<file path="config.mk">
export PLATFORM = sky130hd
export DESIGN_NAME = eisr_top
export DESIGN_NICKNAME = d
export VERILOG_FILES = /design/src/core/eisr_pkg.sv /design/src/core/eisr_info_rom.sv /design/src/core/eisr_top.sv
export SDC_FILE = /design/constraint.sdc
export NUM_CORES = 1
export LEC_CHECK = 0
export ABC_AREA = 1
export BUFFER_PORTS_ARGS = -buffer_cell sky130_fd_sc_hd__buf_2
export CORE_MARGIN = 2
export CORE_UTILIZATION = 40
export CTS_CLUSTER_DIAMETER = 40
export DETAILED_ROUTE_END_ITERATION = 10
export GPL_TIMING_DRIVEN = 0
export PLACE_DENSITY_LB_ADDON = 0.3
export SLEW_MARGIN = 5
export SYNTH_ARGS = -nofsm -noshare
export SYNTH_HDL_FRONTEND = slang
export SYNTH_HIERARCHICAL = 1
export SYNTH_SLANG_ARGS = --single-unit
</file>
<file path="constraint.sdc">
create_clock -name core_clk -period 1.3 [get_ports core_clk]
set_input_delay 0.13 -clock core_clk [delete_from_list [all_inputs] [get_ports core_clk]]
set_output_delay 0.13 -clock core_clk [all_outputs]
set_load 0.01 [all_outputs]
</file>
<file path="src/core/eisr_pkg.sv">
// eisr_pkg: constants for the extension information and security register block
// assumes byte-wide reads by offset from the card command logic
package eisr_pkg;
    // general information descriptor offsets
    localparam logic [8:0]  GI_REV_OFS       = 9'h000;
    localparam logic [8:0]  GI_LEN_OFS       = 9'h002;
    localparam logic [8:0]  GI_NEXT_OFS      = 9'h004;
    localparam logic [8:0]  GI_PM_NEXT_OFS   = 9'h038;
    localparam logic [8:0]  GI_SFC_OFS       = 9'h040;
    localparam logic [8:0]  GI_FN_OFS        = 9'h058;
    localparam logic [8:0]  GI_END_PTR_OFS   = 9'h068;
    localparam logic [8:0]  GI_NSETS_OFS     = 9'h06a;
    localparam logic [8:0]  GI_SETADR_OFS    = 9'h06c;
    // descriptor values
    localparam logic [15:0] GI_REV_VAL       = 16'h0000;
    localparam logic [15:0] GI_LEN_VAL       = 16'h0070;
    localparam logic [7:0]  GI_NEXT_VAL      = 8'h02;
    localparam logic [15:0] GI_PM_NEXT_VAL   = 16'h0040;
    localparam logic [15:0] GI_SFC_VAL       = 16'h0002;
    localparam logic [23:0] GI_FN_VAL        = 24'h46_4550;
    localparam logic [15:0] GI_END_PTR_VAL   = 16'h0000;
    localparam logic [7:0]  GI_NSETS_VAL     = 8'h01;
    localparam logic [31:0] GI_SETADR_VAL    = 32'h0008_0000;
    // security and boot register set offsets and revision value
    localparam logic [8:0]  SB_REV_OFS       = 9'h000;
    localparam logic [8:0]  SB_CAP_OFS       = 9'h008;
    localparam logic [8:0]  SB_TOTAL_OFS     = 9'h00a;
    localparam logic [8:0]  SB_ACCESS_OFS    = 9'h00b;
    localparam logic [8:0]  SB_PROT_OFS      = 9'h010;
    localparam logic [8:0]  SB_LOCK_OFS      = 9'h011;
    localparam logic [8:0]  SB_WPAUTH_OFS    = 9'h012;
    localparam logic [7:0]  SB_REV_VAL       = 8'h00;
    // capability field codes and the zero byte
    localparam logic [2:0]  UNIT_NONE        = 3'h0;
    localparam logic [2:0]  UNIT_ONE         = 3'h1;
    localparam logic [2:0]  AUTH_HMAC256     = 3'h0;
    localparam logic [7:0]  BYTE_ZERO        = 8'h00;
endpackage

</file>
<file path="src/core/eisr_info_rom.sv">
// eisr_info_rom: general information descriptor of the performance extension
// assumes a 9-bit byte address; purely combinational lookup
`timescale 1ns/10ps
`default_nettype none
module eisr_info_rom
(
    // lookup
    input  wire logic [8:0] addr,
    output logic      [7:0] data
);
    logic [8:0] rel_fn;
    logic [8:0] rel_sa;

    assign rel_fn = addr - eisr_pkg::GI_FN_OFS;
    assign rel_sa = addr - eisr_pkg::GI_SETADR_OFS;

    // every byte not listed, including maker fields and unused area, is zero
    always_comb
    begin
        data = eisr_pkg::BYTE_ZERO;
        case (addr)
            eisr_pkg::GI_REV_OFS:       data = eisr_pkg::GI_REV_VAL[7:0];
            eisr_pkg::GI_REV_OFS + 9'h1: data = eisr_pkg::GI_REV_VAL[15:8];
            eisr_pkg::GI_LEN_OFS:       data = eisr_pkg::GI_LEN_VAL[7:0];
            eisr_pkg::GI_LEN_OFS + 9'h1: data = eisr_pkg::GI_LEN_VAL[15:8];
            eisr_pkg::GI_NEXT_OFS:      data = eisr_pkg::GI_NEXT_VAL;
            eisr_pkg::GI_PM_NEXT_OFS:   data = eisr_pkg::GI_PM_NEXT_VAL[7:0];
            eisr_pkg::GI_PM_NEXT_OFS + 9'h1: data = eisr_pkg::GI_PM_NEXT_VAL[15:8];
            eisr_pkg::GI_SFC_OFS:       data = eisr_pkg::GI_SFC_VAL[7:0];
            eisr_pkg::GI_SFC_OFS + 9'h1: data = eisr_pkg::GI_SFC_VAL[15:8];
            eisr_pkg::GI_END_PTR_OFS:   data = eisr_pkg::GI_END_PTR_VAL[7:0];
            eisr_pkg::GI_NSETS_OFS:     data = eisr_pkg::GI_NSETS_VAL;
            default:
            begin
                if (rel_fn < 9'h3)
                    data = eisr_pkg::GI_FN_VAL[8*rel_fn[1:0] +: 8];
                else if (rel_sa < 9'h4)
                    data = eisr_pkg::GI_SETADR_VAL[8*rel_sa[1:0] +: 8];
            end
        endcase
    end
    // header pad and maker fields fall to the zero default
endmodule
`default_nettype wire

</file>
<file path="src/core/eisr_top.sv">
// eisr_top: extension information and security/boot register block
// assumes the card command logic presents byte reads and the config block levels
//
// Function
// - power-off notification turns off queueing, cache and self maintenance.
// - descriptor revision at 000h reads 0000h.
// - descriptor length at 002h reads 0070h.
// - extension count at 004h reads 02h.
// - bytes 005h to 00Fh read zero.
// - power management next pointer at 038h reads 0040h.
// - performance standard function code at 040h reads 0002h.
// - capability, maker code, maker name, particular code read zero.
// - function name at 058h holds three ASCII characters, rest zero.
// - next pointer at 068h reads 0000h, ending the chain.
// - register set count at 06Ah reads 01h, next byte 00h.
// - set address at 06Ch reads 0008_0000h; unused bytes read zero.
// - security byte 8 bits 2:0 give replay unit count.
// - security byte 8 bits 5:3 give authentication method, 000b.
// - security byte 10 gives unit size in 128KB steps, zero based.
// - security byte 11 gives access size in 512B steps, zero based.
// - byte 16 bit 0 mirrors boot protection enable.
// - byte 17 bits 1:0 give the registered effective boot lock bits, set from the config bits and held until cleared.
// - byte 18 bit 0 mirrors user write protect auth control bit 0.
// - lock bits clear only after replay unit authentication.
`timescale 1ns/10ps
`default_nettype none
module eisr_top
#(
    parameter logic [2:0] UNIT_COUNT  = eisr_pkg::UNIT_ONE,
    parameter logic [7:0] UNIT_SIZE   = 8'h00,
    parameter logic [7:0] ACCESS_SIZE = 8'h00
)
(
    // clock and reset
    input  wire logic       core_clk,
    input  wire logic       reset_n,
    // register read port, one byte per request
    input  wire logic       rd_req,
    input  wire logic       rd_space_sec,
    input  wire logic [8:0] rd_addr,
    output logic      [7:0] rd_data_ff,
    output logic            rd_valid_ff,
    // configuration block values
    input  wire logic       cfg_boot_protect,
    input  wire logic [1:0] cfg_boot_lock,
    input  wire logic       cfg_user_wp_auth,
    input  wire logic       cfg_lock_clear_req,
    input  wire logic       replay_auth_done,
    // power-off notification and performance enables
    input  wire logic       power_off_notify,
    input  wire logic       perf_enable_set,
    output logic            command_queueing_en_ff,
    output logic            cache_en_ff,
    output logic            self_maint_en_ff,
    output logic      [1:0] boot_lock_eff_ff
);
    logic [7:0] info_byte;
    logic [7:0] sec_byte;
    logic [7:0] nxt_rd_data;
    logic [1:0] nxt_boot_lock;
    logic       lock_clear_ok;

    eisr_info_rom u_info_rom
    (
        .addr (rd_addr),
        .data (info_byte)
    );

    // security set decode; unlisted bytes and bits read zero
    assign sec_byte =
        (rd_addr == eisr_pkg::SB_REV_OFS)    ? eisr_pkg::SB_REV_VAL :
        (rd_addr == eisr_pkg::SB_CAP_OFS)    ? {2'b00, eisr_pkg::AUTH_HMAC256, UNIT_COUNT} :
        (rd_addr == eisr_pkg::SB_TOTAL_OFS)  ? UNIT_SIZE :
        (rd_addr == eisr_pkg::SB_ACCESS_OFS) ? ACCESS_SIZE :
        (rd_addr == eisr_pkg::SB_PROT_OFS)   ? {7'h00, cfg_boot_protect} :
        (rd_addr == eisr_pkg::SB_LOCK_OFS)   ? {6'h00, boot_lock_eff_ff} :
        (rd_addr == eisr_pkg::SB_WPAUTH_OFS) ? {7'h00, cfg_user_wp_auth} :
        eisr_pkg::BYTE_ZERO;

    assign nxt_rd_data = rd_space_sec ? sec_byte : info_byte;

    // no write port exists, so read-only space cannot be disturbed
    always_ff @(posedge core_clk)
    begin
        if (!reset_n)
        begin
            rd_data_ff  <= eisr_pkg::BYTE_ZERO;
            rd_valid_ff <= 1'b0;
        end
        else
        begin
            rd_valid_ff <= rd_req;
            if (rd_req)
                rd_data_ff <= nxt_rd_data;
        end
    end

    // locks may drop only once authentication is done; setting is free
    assign lock_clear_ok = cfg_lock_clear_req & replay_auth_done;
    assign nxt_boot_lock = lock_clear_ok ? cfg_boot_lock
                                         : (boot_lock_eff_ff | cfg_boot_lock);

    always_ff @(posedge core_clk)
    begin
        if (!reset_n)
            boot_lock_eff_ff <= 2'b00;
        else
            boot_lock_eff_ff <= nxt_boot_lock;
    end

    // notification wins over a same-cycle enable request
    always_ff @(posedge core_clk)
    begin
        if (!reset_n)
        begin
            command_queueing_en_ff <= 1'b0;
            cache_en_ff            <= 1'b0;
            self_maint_en_ff       <= 1'b0;
        end
        else if (power_off_notify)
        begin
            command_queueing_en_ff <= 1'b0;
            cache_en_ff            <= 1'b0;
            self_maint_en_ff       <= 1'b0;
        end
        else if (perf_enable_set)
        begin
            command_queueing_en_ff <= 1'b1;
            cache_en_ff            <= 1'b1;
            self_maint_en_ff       <= 1'b1;
        end
    end
endmodule
`default_nettype wire

</file>
==> key figures <==
Run status
  • Outcome: completed

Layout
  • Share of cells above drive strength 1: 0.275
  • Most common cell after layout, fill and taps aside: nand2_1
  • Antenna fix cells: 0
  • Final net count: 237
  • Area grow syn2layout: 23.5%
  • Number of fill cells in the layout: 273
  • Fin cells: 237
  • Most frequent cells in the layout: nand2_1, buf_2, inv_1, nor2_1, nand3_1

Global route
  • First-pass GRT wire length: 3950 microns
  • Total Routing Usage GR: 0.157
  • Initial antenna violation count: 0
  • Largest net degree at the start of global routing: 11
  • GRT overflow: 0
  • Number of global-route vias before repair: 970

Yosys
  • Mux cell area share after synthesis: 0
  • Asr flop ratio synth: 0
  • Synth top area share: 0.229
  • Yosys cell types: 26
  • EDFF count, synth: 0
  • Largest family of logic cells by synthesized area: simple AND/OR/NAND/NOR gates
  • Most used DFF post-synth: dfxtp_1
  • Largest area contributor in the netlist: dfxtp_1
  • Post-Syn Nets: 199
  • Synth Area in XOR/XNOR: 0
  • Post-synthesis sequential area ratio: 0.229
  • Synth warn: 6
  • Gate count of the mapped netlist: 170
  • #FFs+latches synth: 12
  • Post-synthesis cell area: 1050 sq um
  • Compound-Gate Fraction of Synth Area: 0.110
  • Post-Syn Area per Cell: 6.17 sq um
  • Synth area leaders: dfxtp_1, nand2_1, inv_1, ha_1, nor2_1
  • Post-Synth Simple-Gate Area: 0.413
  • Adder-Cell Fraction of Synth Area: 0.0955

STA
  • Max Transition Viols Final: 0
  • Worst-case clock skew: 0.0000428 ns
  • Min cycle time layout: 1.17 ns
  • RSZ-0062 raised after global routing: false
  • Final Hold Vio Count: 0
  • Final period util: 0.903
  • F_max: 852 MHz
  • Fin worst setup slack: 0.126 ns
  • Final setup viols: 0
  • Setup TNS: 0 ns

Hold path
  • Worst Hold Class: primary input to register

Clocking
  • Later-pin clock latency in the skew report: 0.26 ns
  • Setup Fix Bufs, Post-CTS: 0
  • CTS tree: yes
  • H-tree levels: 1
  • Post-CTS Resized: 0
  • Clock transition at path regs: 0.08 ns
  • Clock Sinks: 12
  • CTS Root Cell: clkbuf_4
  • CTS buffer count: 3
  • Hold_buf cts: 0
  • Longest Clk Path Bufs: 2

Route
  • Top Metal Used: met4
  • WL met3: 110 microns
  • Antenna Nets Post-Route: 0
  • Initial DRC Count: 20
  • Via/cell ratio: 4.69
  • Drt wl/cell: 9.41 microns
  • WL met2: 1020 microns
  • WL met1: 1080 microns
  • Vias post-DR: 1112
  • DRT Pass-1 Iters: 4
  • # DRC: 0
  • Final wirelength: 2230 microns

Setup path
  • Crit path to: rd_data_ff[3]
  • Crit. path cell count: 10
  • Reg-to-Reg End: rd_data_ff[1]
  • R2r setup slk: 0.54 ns
  • Arrival time of the worst setup path: 1.38 ns
  • Critical-path top delay cell: ha_1
  • Max incr delay on CP: 0.27 ns
  • Worst-path cell chain: clkbuf_4, inv_1, ha_1, nor2_1, nand4_1, nor2_1, o211ai_1, nor2_1, nand3_1, a21oi_1
  • Crit path kind: primary input to register
  • CP startpoint kind: primary input
  • Cell family with most CP delay: simple AND/OR/NAND/NOR gates
  • Worst Reg-to-Reg Cells: 4
  • Worst Setup SP: rd_addr[3]
  • Worst setup EP type: register
  • Max Fanout on Critical Path: 8
  • Req. time, crit path: 1.51 ns
  • FF-to-FF Start: boot_lock_eff_ff[1]
  • Buf/Inv on CP: 2
  • CP most frequent cell: nor2_1

Floorplan
  • Die Y: 55.2 microns
  • Die area: 3050 sq um
  • Ports: 35
  • Starting Density: 0.423
  • Core area: 2480 sq um
  • Row count: 18
  • Die Span X: 55.2 microns

Pwr
  • Power share of the combinational group: 0.231
  • Sequential Power Share: 0.435
  • NetSw: 252 uW
  • Sw frac: 0.288
  • VDD IR max: 0.000959 V
  • P_int: 624 uW
  • Clk pwr share: 0.333
  • Pleak: 0.000743 uW
  • Total Power: 876 uW
  • Power Dens Cells: 677 nW/um^2

Placement
  • Pre-CTS setup slack: -0.190 ns
  • Gpl congestion: 0.877
  • Port Buf Inserts: 33
  • DPL Wire Length: 1850 microns
  • Cells after DPL: 233

Job
  • MaxCap Viol Count: 0
cells in the mapped netlist, types with 2 or more instances:
cell,n
nand2_1,40
inv_1,29
nor2_1,23
nand3_1,17
dfxtp_1,12
a21oi_1,10
ha_1,8
nor3_1,4
buf_4,3
nand4_1,3
nor2_2,3
o21bai_1,3
inv_2,2
sequential cells by signal, indices dropped and copies added, names as in the netlist:
register / flops
cache_en_ff: 1
rd_data_ff: 8
boot_lock_eff_ff: 2
rd_valid_ff: 1
worst min-delay path by stage:
stage	slack (ns)	end	cells past startpoint	start
2_1_floorplan	0.21	cache_en_ff	1	power_off_notify
3_3_place_gp	0.30	cache_en_ff	2	power_off_notify
3_5_place_dp	0.30	cache_en_ff	2	power_off_notify
4_1_cts	0.01	cache_en_ff	2	power_off_notify
5_1_grt	0.01	cache_en_ff	2	power_off_notify
6_report	0.02	cache_en_ff	2	power_off_notify
cell type report:
cell class / count / area [sq um] / share of cell area
timing repair buffer: 33 / 170 / 0.131
inverter: 32 / 123 / 0.0947
tap: 30 / 37.5 / 0.0290
buffer: 4 / 33.8 / 0.0261
multi-input combinational: 122 / 654 / 0.505
clock buffer: 4 / 36.3 / 0.0280
sequential: 12 / 240 / 0.186
power groups by stage:
stage | sequential (uW) | combinational [uW] | clock, uW
global placement | 390 | 201 | 0
CTS | 382 | 201 | 295
finish | 382 | 203 | 292
global route | 383 | 233 | 319
floorplan | 395 | 114 | 0
detailed placement | 390 | 200 | 0
cells by family (layout without fill, tap and decap cells):
group | after synthesis | count (layout)
compound gates | 17 | 17
fa+ha+maj | 8 | 8
buf+inv | 36 | 73
flops | 12 | 12
simple gates | 96 | 96
other cells | 1 | 1
per-layer routing:
metal | vias to the layer above | global-route usage
li1 | 603 | -
met1 | 485 | 0.201
met2 | 22 | 0.255
met3 | 2 | 0.0468
met4 | 0 | 0.0418
met5 | - | 0
worst reg2reg max path, delay by kind of cell (launching register included):
family	cells	cell delay (ns)
simple gates	4	0.36
flops	1	0.36
through the flow:
| stage | hold WS [ns] | instance area [sq um] | utilization |
|---|---|---|---|
| floorplan | 0.209 | 1050 | - |
| detailed placement | 0.298 | 1250 | 0.505 |
| global route | 0.0120 | 1290 | 0.523 |
| finish | 0.0162 | 1290 | 0.523 |
| CTS | 0.0147 | 1290 | 0.520 |
| global placement | 0.298 | 1250 | 0.505 |
(Power assumes the default switching activity.)
